`src/sar_adc_defs.vh`:
```
// constants for the successive-approximation converter control block
// Summary of operation
// - conversion starts when the last of the three start inputs becomes active
// - byte address captured at start; high gives 8 bits, low gives 12
// - after 8-bit conversion, low three bits read zero and bit three one; a repeated start with byte address low as it ends leaves all four zero
// - only byte address is captured; other controls act directly
// - busy flag high only while a conversion runs
// - while busy, all result outputs are high impedance
// - start during conversion neither resets nor restarts it
// - repeated start during conversion recaptures byte address, may change length
// - outputs enabled only when read high, idle, enabled and selected
// - word-width select high enables all twelve bits, byte address ignored
// - byte mode, byte address low enables the eight top bits
// - byte mode, address high: top four off, bits 4-7 zero, low four on
// - previous byte disabled before next byte enabled on a switch
// - byte address may change any time without malfunction
// - convert puts sampler in hold; it tracks again when conversion ends
// - start enables internal clock and clears approximation register
// - bits decided msb first; kept when comparator says sum below input
`ifndef SAR_ADC_DEFS_VH
`define SAR_ADC_DEFS_VH
`define CLK_PERIOD_PS     4000
`define BIT_TIME_NS       533
`define BIT_CYCLES        ((`BIT_TIME_NS * 1000) / `CLK_PERIOD_PS)
`define RESULT_W          12
`define SHORT_BITS        8
`define BIT_THREE         3
`define SYNC_MIN_CYCLES   3
`endif

```
`src/sar_adc_bus_control.v`:
```
// control logic of a 12-bit successive-approximation converter
`timescale 1ns/1ps
`default_nettype none
`include "sar_adc_defs.vh"
module sar_adc_bus_control #(
    parameter BIT_CYCLES = `BIT_CYCLES
) (
    // clock and reset
    input  wire        mclk_i,
    input  wire        sys_rst_i,
    // control pins, asynchronous to mclk_i
    input  wire        chip_enable_i,
    input  wire        chip_select_n_i,
    input  wire        read_convert_i,
    input  wire        word_width_sel_i,
    input  wire        byte_address_sel_i,
    // comparator: high when trial sum lies below the input
    input  wire        cmp_below_i,
    // analog side
    output reg  [11:0] dac_trial_o,
    output reg         sampler_hold_o,
    output reg         conv_clk_en_o,
    // status and data bus
    output reg         conversion_busy_flag_o,
    output reg  [11:0] data_o,
    output reg  [11:0] data_oe_o
);
    localparam CW = 16;
    // the comparator reaches the sequencer through two flops, so a bit
    // period under three clocks would judge the trial before last
    localparam MIN_CNT = `SYNC_MIN_CYCLES;
    localparam [CW-1:0] BIT_CNT = (BIT_CYCLES < MIN_CNT) ? MIN_CNT
                                                         : BIT_CYCLES;
    // lane patterns of the three read formats
    localparam [11:0] LANES_OFF  = 12'h000;
    localparam [11:0] LANES_WORD = 12'hFFF;
    localparam [11:0] LANES_HIGH = 12'hFF0;
    localparam [11:0] LANES_LOW  = 12'h0FF;
    localparam [2:0] ST_IDLE = 3'h1;
    localparam [2:0] ST_BIT  = 3'h2;
    localparam [2:0] ST_DONE = 3'h4;

    // two-flop synchronisers for the pins
    reg [4:0] pin_meta;
    reg [4:0] pin_sync;
    reg       cmp_meta;
    reg       cmp_sync;
    wire ce  = pin_sync[0];
    wire csn = pin_sync[1];
    wire rc  = pin_sync[2];
    wire w12 = pin_sync[3];
    wire a0  = pin_sync[4];

    reg  [2:0]    state;
    reg  [CW-1:0] tick;
    reg  [3:0]    bit_idx;
    reg  [11:0]   sar;
    reg           short_cyc;
    reg           start_prev;
    reg  [11:0]   result;
    reg  [11:0]   next_oe;
    reg  [11:0]   next_data;
    reg           buf_valid;
    wire          buf_ready;
    wire          out_valid;
    wire [11:0]   out_word;
    wire [11:0]   kept_trial;
    wire          read_req;
    wire [11:0]   want_oe;
    wire [11:0]   want_data;

    function [11:0] one_hot_bit;
        input [3:0] idx;
        begin
            one_hot_bit = 12'h001 << idx;
        end
    endfunction

    // trial word after the comparator verdict on bit idx
    function [11:0] judged;
        input [11:0] trial;
        input [3:0]  idx;
        input        keep;
        begin
            if (keep) begin
                judged = trial;
            end else begin
                judged = trial & ~one_hot_bit(idx);
            end
        end
    endfunction

    // lanes that a read drives, from width select and byte address
    function [11:0] lane_enable;
        input w12_f;
        input a0_f;
        begin
            if (w12_f) begin
                lane_enable = LANES_WORD;
            end else if (!a0_f) begin
                lane_enable = LANES_HIGH;
            end else begin
                lane_enable = LANES_LOW;
            end
        end
    endfunction

    // lane contents; the low byte carries four zero bits above its data
    function [11:0] lane_data;
        input        w12_f;
        input        a0_f;
        input [11:0] word;
        begin
            if (w12_f) begin
                lane_data = word;
            end else if (!a0_f) begin
                lane_data = {word[11:4], 4'h0};
            end else begin
                lane_data = {8'h00, word[3:0]};
            end
        end
    endfunction

    // short cycle: bits 2..0 read zero, bit three reads one
    function [11:0] short_word;
        input [11:0] word;
        begin
            short_word = {word[11:4], 4'h8};
        end
    endfunction

    // start condition formed combinationally from live pins
    wire start_act = ce && !csn && !rc;
    wire start_evt = start_act && !start_prev;
    // a late switch to the short length ends at the next decision
    wire last_bit  = short_cyc ? (bit_idx <= 4'h4)
                               : (bit_idx == 4'h0);

    assign kept_trial = judged(dac_trial_o, bit_idx, cmp_sync);
    assign read_req   = rc && !conversion_busy_flag_o && ce && !csn;
    assign want_oe    = lane_enable(w12, a0);
    assign want_data  = lane_data(w12, a0, result);

    always @(posedge mclk_i) begin
        if (sys_rst_i) begin
            pin_meta <= 5'h02;
            pin_sync <= 5'h02;
        end else begin
            pin_meta <= {byte_address_sel_i, word_width_sel_i,
                         read_convert_i, chip_select_n_i, chip_enable_i};
            pin_sync <= pin_meta;
        end
    end

    // the comparator settles on the analog side, so it is synchronised too
    always @(posedge mclk_i) begin
        if (sys_rst_i) begin
            cmp_meta <= 1'b0;
            cmp_sync <= 1'b0;
        end else begin
            cmp_meta <= cmp_below_i;
            cmp_sync <= cmp_meta;
        end
    end

    // edge detector; its reset level matches the idle start combination,
    // so leaving reset with the pins idle gives no false start
    always @(posedge mclk_i) begin
        if (sys_rst_i) begin
            start_prev <= 1'b0;
        end else begin
            start_prev <= start_act;
        end
    end

    // conversion sequencer
    always @(posedge mclk_i) begin
        if (sys_rst_i) begin
            state                  <= ST_IDLE;
            tick                   <= 16'h0000;
            bit_idx                <= 4'hB;
            sar                    <= 12'h000;
            short_cyc              <= 1'b0;
            dac_trial_o            <= 12'h000;
            sampler_hold_o         <= 1'b0;
            conv_clk_en_o          <= 1'b0;
            conversion_busy_flag_o <= 1'b0;
            buf_valid              <= 1'b0;
        end else begin
            // a repeated start only refreshes the cycle length
            if (start_evt && state != ST_IDLE) begin
                short_cyc <= a0;
            end
            case (state)
            ST_IDLE: begin
                // the buffer must have room, so a finished word is never lost
                if (start_evt && buf_ready) begin
                    short_cyc              <= a0;
                    sar                    <= 12'h000;
                    dac_trial_o            <= 12'h800;
                    bit_idx                <= 4'hB;
                    tick                   <= 16'h0000;
                    conv_clk_en_o          <= 1'b1;
                    sampler_hold_o         <= 1'b1;
                    conversion_busy_flag_o <= 1'b1;
                    state                  <= ST_BIT;
                end
            end
            ST_BIT: begin
                // one bit per internal period
                if (tick == BIT_CNT - 16'h0001) begin
                    tick <= 16'h0000;
                    sar <= kept_trial;
                    if (last_bit) begin
                        state <= ST_DONE;
                    end else begin
                        bit_idx     <= bit_idx - 4'h1;
                        dac_trial_o <= kept_trial
                                       | one_hot_bit(bit_idx - 4'h1);
                    end
                end else begin
                    tick <= tick + 16'h0001;
                end
            end
            ST_DONE: begin
                buf_valid <= 1'b1;
                if (buf_valid && buf_ready) begin
                    buf_valid              <= 1'b0;
                    conv_clk_en_o          <= 1'b0;
                    sampler_hold_o         <= 1'b0;
                    conversion_busy_flag_o <= 1'b0;
                    state                  <= ST_IDLE;
                end
            end
            default: begin
                state <= ST_IDLE;
            end
            endcase
        end
    end

    // undecided low bits of a short result are masked only if short_cyc still holds when the word is pushed
    wire [11:0] fin_word = short_cyc ? short_word(sar) : sar;

    sar_out_buffer #(
        .W (12)
    ) u_buf (
        .mclk_i      (mclk_i),
        .sys_rst_i   (sys_rst_i),
        .in_valid_i  (buf_valid),
        .in_ready_o  (buf_ready),
        .in_data_i   (fin_word),
        .out_valid_o (out_valid),
        .out_ready_i (1'b1),
        .out_data_o  (out_word)
    );

    // output latch holds the last finished result between conversions
    always @(posedge mclk_i) begin
        if (sys_rst_i) begin
            result <= 12'h000;
        end else if (out_valid) begin
            result <= out_word;
        end
    end

    // three-state control, decoded from live pins every cycle
    always @* begin
        next_oe   = LANES_OFF;
        next_data = result;
        if (read_req) begin
            next_oe   = want_oe;
            next_data = want_data;
        end
        // a finished word still on its way into the latch is not shown yet
        if (conversion_busy_flag_o || state != ST_IDLE || out_valid) begin
            next_oe = LANES_OFF;
        end
    end

    // a byte swap passes through one all-off cycle first
    always @(posedge mclk_i) begin
        if (sys_rst_i) begin
            data_oe_o <= 12'h000;
            data_o    <= 12'h000;
        end else begin
            data_o <= next_data;
            if (data_oe_o != 12'h000 && next_oe != data_oe_o) begin
                data_oe_o <= 12'h000;
            end else begin
                data_oe_o <= next_oe;
            end
        end
    end
endmodule
`default_nettype wire

```
`src/sar_out_buffer.v`:
```
// two-entry buffer between the conversion engine and the output latch
`timescale 1ns/1ps
`default_nettype none
module sar_out_buffer #(
    parameter W = 12
) (
    // clock and reset
    input  wire         mclk_i,
    input  wire         sys_rst_i,
    // fill side
    input  wire         in_valid_i,
    output wire         in_ready_o,
    input  wire [W-1:0] in_data_i,
    // drain side
    output wire         out_valid_o,
    input  wire         out_ready_i,
    output wire [W-1:0] out_data_o
);
    reg [W-1:0] mem [0:1];
    reg         wptr;
    reg         rptr;
    reg [1:0]   count;
    wire        push;
    wire        pop;

    assign in_ready_o  = (count != 2'h2);
    assign out_valid_o = (count != 2'h0);
    assign out_data_o  = mem[rptr];
    assign push = in_valid_i && in_ready_o;
    assign pop  = out_valid_o && out_ready_i;

    always @(posedge mclk_i) begin
        if (sys_rst_i) begin
            wptr  <= 1'b0;
            rptr  <= 1'b0;
            count <= 2'h0;
        end else begin
            if (push) begin
                wptr <= ~wptr;
            end
            if (pop) begin
                rptr <= ~rptr;
            end
            if (push && !pop) begin
                count <= count + 2'h1;
            end else if (pop && !push) begin
                count <= count - 2'h1;
            end
        end
    end

    always @(posedge mclk_i) begin
        if (push) begin
            mem[wptr] <= in_data_i;
        end
    end
endmodule
`default_nettype wire

```
`config.mk`:
```
export PLATFORM = sky130hd
export DESIGN_NAME = sar_adc_bus_control
export DESIGN_NICKNAME = d
export VERILOG_FILES = /design/src/sar_adc_bus_control.v /design/src/sar_out_buffer.v
export VERILOG_INCLUDE_DIRS = /design/src
export SDC_FILE = /design/constraint.sdc
export NUM_CORES = 1
export LEC_CHECK = 0
export ABC_CLOCK_PERIOD_IN_PS = 3270
export BUFFER_PORTS_ARGS = -buffer_cell sky130_fd_sc_hd__buf_2
export CAP_MARGIN = 15
export CORE_ASPECT_RATIO = 0.7
export CORE_UTILIZATION = 45
export DETAILED_ROUTE_END_ITERATION = 10
export MAX_ROUTING_LAYER = met4
export PLACE_DENSITY_LB_ADDON = 0.15
export SLEW_MARGIN = 40
export SYNTH_ARGS = -nofsm -noshare
export SYNTH_HDL_FRONTEND = slang
export SYNTH_HIERARCHICAL = 1
export SYNTH_SLANG_ARGS = --single-unit
export TNS_END_PERCENT = 50
```
`constraint.sdc`:
```
create_clock -name mclk_i -period 3.27 [get_ports mclk_i]
set_input_delay 0 -clock mclk_i [delete_from_list [all_inputs] [get_ports mclk_i]]
set_output_delay 0 -clock mclk_i [all_outputs]
set_load 0.05 [all_outputs]
```
# Word level (Yosys, flattened, before mapping)
# Memory sizes are Yosys's and may differ from the RTL's. A register that Yosys moved wholly into a read port is not among the register bits.
# Index checks and enable logic that the tools add are counted.
dict set report totals {
  reg_bits 91
  mem_bits_rw 24
  in_bits 8
  word_cells 115
  n_memories 1
}
# name words width rd rd_clocked_by_memory_dff write_ports line
set mem_list {}
lappend mem_list {u_buf.mem 2 12 1 1 1 sar_out_buffer.v:19} ;# reg [W-1:0] mem [0:1];
dict set report op_classes {
  addsub 4
  n_lt_le_gt_ge 1
  n_eq_ne 12
  n_shift 2
  mux 40
  bitwise_logic 5
  reduce_logical 32
}
# op count
set op_table {}
lappend op_table {{two-way mux 12 bit} 13}
lappend op_table {{case mux 12 bit (2 select lines)} 2}
lappend op_table {{two-way mux 16 bit} 2}
lappend op_table {{case mux 16 bit (2 select lines)} 1}
lappend op_table {{<< shifter 1 x 4 -> 12 bit, first input constant} 2}
lappend op_table {{adder 16 x 1 -> 16 bit, second input constant} 1}
lappend op_table {{== test 16 x 8 -> 1 bit, second input constant} 1}
lappend op_table {{two-way mux 4 bit} 4}
lappend op_table {{bitwise AND 12 bit} 1}
lappend op_table {{logical AND 1 bit} 12}
lappend op_table {{two-way mux 3 bit} 4}
lappend op_table {{!= test 12 bit} 1}
lappend op_table {{inverter 12 bit} 1}
lappend op_table {{bitwise OR 12 bit} 1}
lappend op_table {{nonzero test 12 bit} 1}
lappend op_table {{!= test 2 bit, second input constant} 5}
lappend op_table {{two-way mux 1 bit} 9}
lappend op_table {{case mux 3 bit (3 select lines)} 1}
lappend op_table {{case mux 4 bit (2 select lines)} 1}
lappend op_table {{AND reduction 4 bit} 2}
lappend op_table {{nonzero test 2 bit} 4}
lappend op_table {{zero test 1 bit} 6}
lappend op_table {{AND reduction 3 bit} 2}
lappend op_table {{<= comparator 4 x 3 -> 1 bit, second input constant} 1}
lappend op_table {{other kinds (15)} 18}

# Logic depth before layout (Yosys ltp)
dict set report logic_depth {
  ltp_word 9
  mapped_depth 8
  ltp_nobuf 6
}

# By module
# The synthesis kept the hierarchy.
# module instances cells_each area_each_um2
set modules_own_cells {}
lappend modules_own_cells {sar_adc_bus_control 1 440 4025.1}
lappend modules_own_cells {sar_out_buffer 1 61 1083.5}

# Worst setup path before layout
# No wires, ideal clock.
dict set report synth_timing {
  path_kind {flip-flop to flip-flop}
  from {reg bit_idx[0]}
  to {reg dac_trial_o[0]}
  setup_time_ns 0.121
  t_arrival_ns 1.847
  t_required_ns 3.149
  setup_slack_ns 1.302
  stages_incl_launch_ff 8
  n_path_buf 1
  period_less_slack_ns 1.968
  cell_sequence {dfxtp_1 -> inv_1 -> ha_1 -> nor2b_1 -> a211o_1 -> o21a_1 -> buf_6 -> mux2_4}
}
dict set report synth_between {
  elab_chain_len 8
  word_cells_on_any_way 15
  classes_between {add/sub (1); order compare (1); eq/ne (1); shift (2); mux (5); bitwise (3); reduce/logical (2)}
}
# element line
set synth_rtl {}
lappend synth_rtl {{from (decl)} sar_adc_bus_control.v:56} ;# reg [3:0] bit_idx;
lappend synth_rtl {{from (signal assigned)} sar_adc_bus_control.v:217} ;# bit_idx <= bit_idx - 4'h1;
lappend synth_rtl {{parallel branches: the longest is 8 deep, another holds subtractor 4 x 1 -> 4 bit} n/a}
lappend synth_rtl {{to (signal assigned)} sar_adc_bus_control.v:218} ;# dac_trial_o <= kept_trial
lappend synth_rtl {{to (decl)} sar_adc_bus_control.v:20} ;# output reg [11:0] dac_trial_o,
# Several ways; the timed one is not identified. The select of a mux whose other input is x is not followed.
# A chain may end at the register's enable or synchronous reset.

# Worst setup path in the final report
dict set report layout_timing {
  from {reg tick[0]}
  to {reg bit_idx[3]}
}
dict set report layout_between {
  elab_chain_len 3
}
# element line
set layout_rtl {}
lappend layout_rtl {{from (decl)} sar_adc_bus_control.v:55} ;# reg [CW-1:0] tick;
lappend layout_rtl {{from (signal assigned)} sar_adc_bus_control.v:222} ;# tick <= tick + 16'h0001;
lappend layout_rtl {{== test 16 x 8 -> 1 bit} sar_adc_bus_control.v:211} ;# if (tick == BIT_CNT - 16'h0001) begin
lappend layout_rtl {{!= test 2 bit (no line)} n/a}
lappend layout_rtl {{AND reduction 4 bit (no line)} n/a}
# Every way passes these cells.

==> impl_metrics.xml <==
<?xml version="1.0" encoding="UTF-8"?>
<metrics>
  <group name="run_status">
    <metric name="outcome" unit="">complete, no violations</metric>
  </group>
  <group name="clock_network">
    <metric name="root_buf_cell" unit="">sky130_fd_sc_hd__clkbuf_16</metric>
    <metric name="post_cts.repair.setup_buffers" unit="">0</metric>
    <metric name="clock_tree_from_tritoncts" unit="">done</metric>
    <metric name="clk_pin_slew_worst_paths" unit="ns">0.06</metric>
    <metric name="cts_buffer_depth" unit="">2</metric>
    <metric name="cts_inserted_buffers" unit="">17</metric>
    <metric name="worstSkewPairLatency" unit="ns">0.42</metric>
    <metric name="tritoncts_num_sinks" unit="">119</metric>
    <metric name="cts.htree.levels" unit="">4</metric>
  </group>
  <group name="grt">
    <metric name="grt_antenna_before_repair" unit="">0</metric>
    <metric name="first_pass_grt_wire_length" unit="mm">18.4</metric>
    <metric name="global_route.usage.total" unit="%">21.1</metric>
    <metric name="grt_start_max_net_pins" unit="">37</metric>
    <metric name="first_global_vias" unit="">3564</metric>
    <metric name="remaining_global_route_overflow" unit="">0</metric>
  </group>
  <group name="detailed_routing">
    <metric name="drtIter0Drc" unit="">274</metric>
    <metric name="route.antenna.remaining_nets" unit="">0</metric>
    <metric name="route.detailed.vias_per_inst" unit="">5.47</metric>
    <metric name="drt-wirelength-per-cell" unit="µm">16.0</metric>
    <metric name="first_pass_iteration_count_of_the_detailed_router" unit="">8</metric>
    <metric name="route.detailed.drc" unit="">0</metric>
    <metric name="wl" unit="mm">11.3</metric>
    <metric name="detailed_route_via_count" unit="">3871</metric>
  </group>
  <group name="placed_design">
    <metric name="setup_slack_placement" unit="ns">0.917</metric>
    <metric name="dpl-instance-area" unit="µm²">5380</metric>
    <metric name="place.port_buffers" unit="">46</metric>
    <metric name="dp_hpwl" unit="mm">7.65</metric>
    <metric name="place_congestion" unit="">0.902</metric>
    <metric name="dp.cells" unit="">669</metric>
  </group>
  <group name="critical_path">
    <metric name="worst_ep_required_time" unit="ns">3.57</metric>
    <metric name="regToRegSetupSlack" unit="ns">0.97</metric>
    <metric name="critPathKind" unit="">reg2reg</metric>
    <metric name="worstPathArrival" unit="ns">2.60</metric>
    <metric name="timing.critical_path.to_type" unit="">flip-flop</metric>
    <metric name="critPathMaxFanout" unit="">19</metric>
    <metric name="worstSetupStartpointType" unit="">flip-flop</metric>
  </group>
  <group name="worst_hold_path">
    <metric name="timing.hold.worst.class" unit="">in2reg</metric>
  </group>
  <group name="yosys">
    <metric name="synth_top_flop_cell" unit="">sky130_fd_sc_hd__dfxtp_1</metric>
    <metric name="distinct_cell_type_count_after_synthesis" unit="">64</metric>
    <metric name="netlist.area_leader.share" unit="%">37.2</metric>
    <metric name="synth.avg_cell_area" unit="µm²">10.2</metric>
    <metric name="syn-instance-count" unit="">501</metric>
    <metric name="synth-edff-count" unit="">24</metric>
    <metric name="proportion_of_synthesized_chip_area_in_sequential_cells" unit="%">51.3</metric>
    <metric name="synth_seq_cells" unit="">119</metric>
    <metric name="synthesis.nets" unit="">520</metric>
    <metric name="synth_area" unit="µm²">5110</metric>
    <metric name="yosysWarningCount" unit="">6</metric>
    <metric name="synthDominantAreaCellType" unit="">sky130_fd_sc_hd__dfxtp_1</metric>
    <metric name="synth_async_sr_flop_share" unit="%">0</metric>
    <metric name="largest_cells_by_area_after_synthesis" unit="">sky130_fd_sc_hd__dfxtp_1 37%, sky130_fd_sc_hd__edfxtp_1 14%, sky130_fd_sc_hd__mux2i_1 4.1%</metric>
  </group>
  <group name="pwr">
    <metric name="power_density_over_cell_area" unit="nW/µm²">624</metric>
    <metric name="power.static_leakage" unit="nW">2.39</metric>
    <metric name="peakVddDrop" unit="µV">414</metric>
  </group>
  <group name="floorplan">
    <metric name="num_io_pins" unit="">47</metric>
    <metric name="floorplan.core_area" unit="µm²">11100</metric>
    <metric name="die-height" unit="µm">91.1</metric>
    <metric name="floorplan.rows" unit="">32</metric>
    <metric name="die-width" unit="µm">129</metric>
    <metric name="die_area" unit="µm²">11800</metric>
    <metric name="initial_core_util" unit="%">46.2</metric>
  </group>
  <group name="timing">
    <metric name="layout_setup_ws" unit="ns">0.968</metric>
    <metric name="max_clock_freq" unit="MHz">434</metric>
    <metric name="grt_setup_unrepaired" unit="">false</metric>
    <metric name="setup-tns-final" unit="ns">0</metric>
    <metric name="timing.final.max_slew_violations" unit="">0</metric>
    <metric name="timing.final.crit_share" unit="%">70.4</metric>
    <metric name="setup_viol" unit="">0</metric>
    <metric name="period_minus_slack" unit="ns">2.30</metric>
    <metric name="timing_hold_violations_final" unit="">0</metric>
    <metric name="clock-skew-final" unit="ns">0.0129</metric>
    <metric name="tightestPinTransition" unit="ns">0.824</metric>
    <metric name="slew-limit-headroom" unit="%">44.9</metric>
  </group>
  <group name="final_layout">
    <metric name="mostFrequentLayoutCells" unit="">95 x sky130_fd_sc_hd__dfxtp_1, 46 x sky130_fd_sc_hd__buf_2, 41 x sky130_fd_sc_hd__nand2_1</metric>
    <metric name="finish.cell_count_without_fillers" unit="">708</metric>
    <metric name="final_cell_area" unit="µm²">6080</metric>
    <metric name="final_layout_size_suffix_gt1_share" unit="%">20.0</metric>
    <metric name="net_count_reported_at_finish" unit="">561</metric>
    <metric name="mostFrequentLayoutCell" unit="">sky130_fd_sc_hd__dfxtp_1</metric>
    <metric name="synthToLayoutAreaGrowth" unit="%">19.0</metric>
    <metric name="n_antenna_cell" unit="">0</metric>
  </group>
  <group name="job">
    <metric name="timing.max_cap.violations" unit="">0</metric>
  </group>
</metrics>
[per-layer routing]
layer,vias up,track usage [%],wire length (µm)
li1,1906,-,-
met1,1843,29.5,5710
met2,113,28.6,4800
met3,9,6.72,705
met4,0,6.76,91
met5,-,-,0
[synthesized netlist by cell type (2+ instances only)]
master                      instances
sky130_fd_sc_hd__dfxtp_1           95
sky130_fd_sc_hd__nand2_1           41
sky130_fd_sc_hd__nor2_1            28
sky130_fd_sc_hd__edfxtp_1          24
sky130_fd_sc_hd__o21ai_0           22
sky130_fd_sc_hd__mux2i_1           21
sky130_fd_sc_hd__clkbuf_1          18
sky130_fd_sc_hd__nand3_1           16
sky130_fd_sc_hd__nor2b_1           16
sky130_fd_sc_hd__inv_1             15
sky130_fd_sc_hd__nand4_1           14
sky130_fd_sc_hd__a31oi_1           13
sky130_fd_sc_hd__and2_1            13
sky130_fd_sc_hd__a21oi_1           12
sky130_fd_sc_hd__mux2_2            12
sky130_fd_sc_hd__buf_4             11
sky130_fd_sc_hd__ha_1              11
sky130_fd_sc_hd__a21boi_0           9
sky130_fd_sc_hd__nor4_1             9
sky130_fd_sc_hd__nor4b_1            7
sky130_fd_sc_hd__nor3b_1            6
sky130_fd_sc_hd__or3_1              6
sky130_fd_sc_hd__nor3_1             5
sky130_fd_sc_hd__xor2_1             5
sky130_fd_sc_hd__and4_1             4
sky130_fd_sc_hd__buf_2              4
sky130_fd_sc_hd__o2bb2ai_1          4
sky130_fd_sc_hd__or2_2              4
sky130_fd_sc_hd__a21bo_2            3
sky130_fd_sc_hd__nand3b_1           3
sky130_fd_sc_hd__o2111ai_1          3
sky130_fd_sc_hd__o211ai_1           3
sky130_fd_sc_hd__o31a_1             3
sky130_fd_sc_hd__o32ai_1            3
sky130_fd_sc_hd__or4_1              3
sky130_fd_sc_hd__a21o_1             2
sky130_fd_sc_hd__a31o_2             2
sky130_fd_sc_hd__a32oi_1            2
sky130_fd_sc_hd__and3_1             2
sky130_fd_sc_hd__buf_1              2
sky130_fd_sc_hd__nand2b_1           2
[power by group]
part	total [mW]	internal (mW)	leakage, nW	switching [mW]
sequential	1.58	1.55	0.993	0.0342
combinational	0.261	0.107	1.10	0.155
clock	1.95	1.24	0.301	0.704
total	3.79	2.90	2.39	0.893
[area by class of cell]
class,instances,area [µm²]
Fill cell,954,4970
Sequential cell,119,2620
Multi-Input combinational cell,331,2240
Clock buffer,21,493
Timing Repair Buffer,58,338
Tap cell,153,191
Clock inverter,11,134
Inverter,15,56.3
[through the flow]
step	util, %	power (mW)	hold WS (ns)
after CTS	55.0	3.83	0.290
after floorplan	-	1.82	0.0691
after global placement	48.7	1.87	0.183
after detailed placement	48.7	1.87	0.187
after global routing	55.0	3.93	0.321
final	55.0	3.79	0.318
[final timing paths]
check,from,end,cells after the start
setup / recovery,tick[0],bit_idx[3],6
hold / removal,chip_select_n_i,pin_meta[1],3
setup reg to reg,tick[0],bit_idx[3],6
hold reg to reg,pin_meta[1],pin_sync[1],1
[sequential cells by signal (all words and copies together), names as in the netlist, 4 cells and up, named ones only]
name / flops
u_buf/mem: 24
sar: 12
dac_trial_o: 12
data_o: 12
pin_sync: 5
pin_meta: 5
tick: 16
result: 12
bit_idx: 4
[cells by family (layout without fill, tap and decap cells)]
logic type                 Yosys count  after routing  share of synthesized area (%)
adders and majority gates           11             11                           2.69
AOI/OAI and AO/OA                   94             94                           12.9
DFF                                119            119                           51.3
and+or+nand+nor                    186            186                           20.3
xor gates and xnor gates             5              5                          0.857
other                                1              1                         0.0734
muxes                               34             34                           7.05
buffers and inverters               51            105                           4.80
[worst max-delay path: stages, from the launching register on]
cell and delay (ns):
sky130_fd_sc_hd__dfxtp_1 0.36, sky130_fd_sc_hd__inv_1 0.11, sky130_fd_sc_hd__ha_1 0.15, sky130_fd_sc_hd__nor4b_1 0.35, sky130_fd_sc_hd__and4_1 0.69, sky130_fd_sc_hd__nand3_1 0.31, sky130_fd_sc_hd__a2bb2oi_1 0.21
[repair_timing]
action / 4_1_cts / 5_1_grt
gates resized for setup: 0 / 0
endpoints found under the setup margin: 0 / 0
endpoints found under the hold margin: 8 / 0
hold buffers: 7 / 0
(Power assumes the default switching activity.)
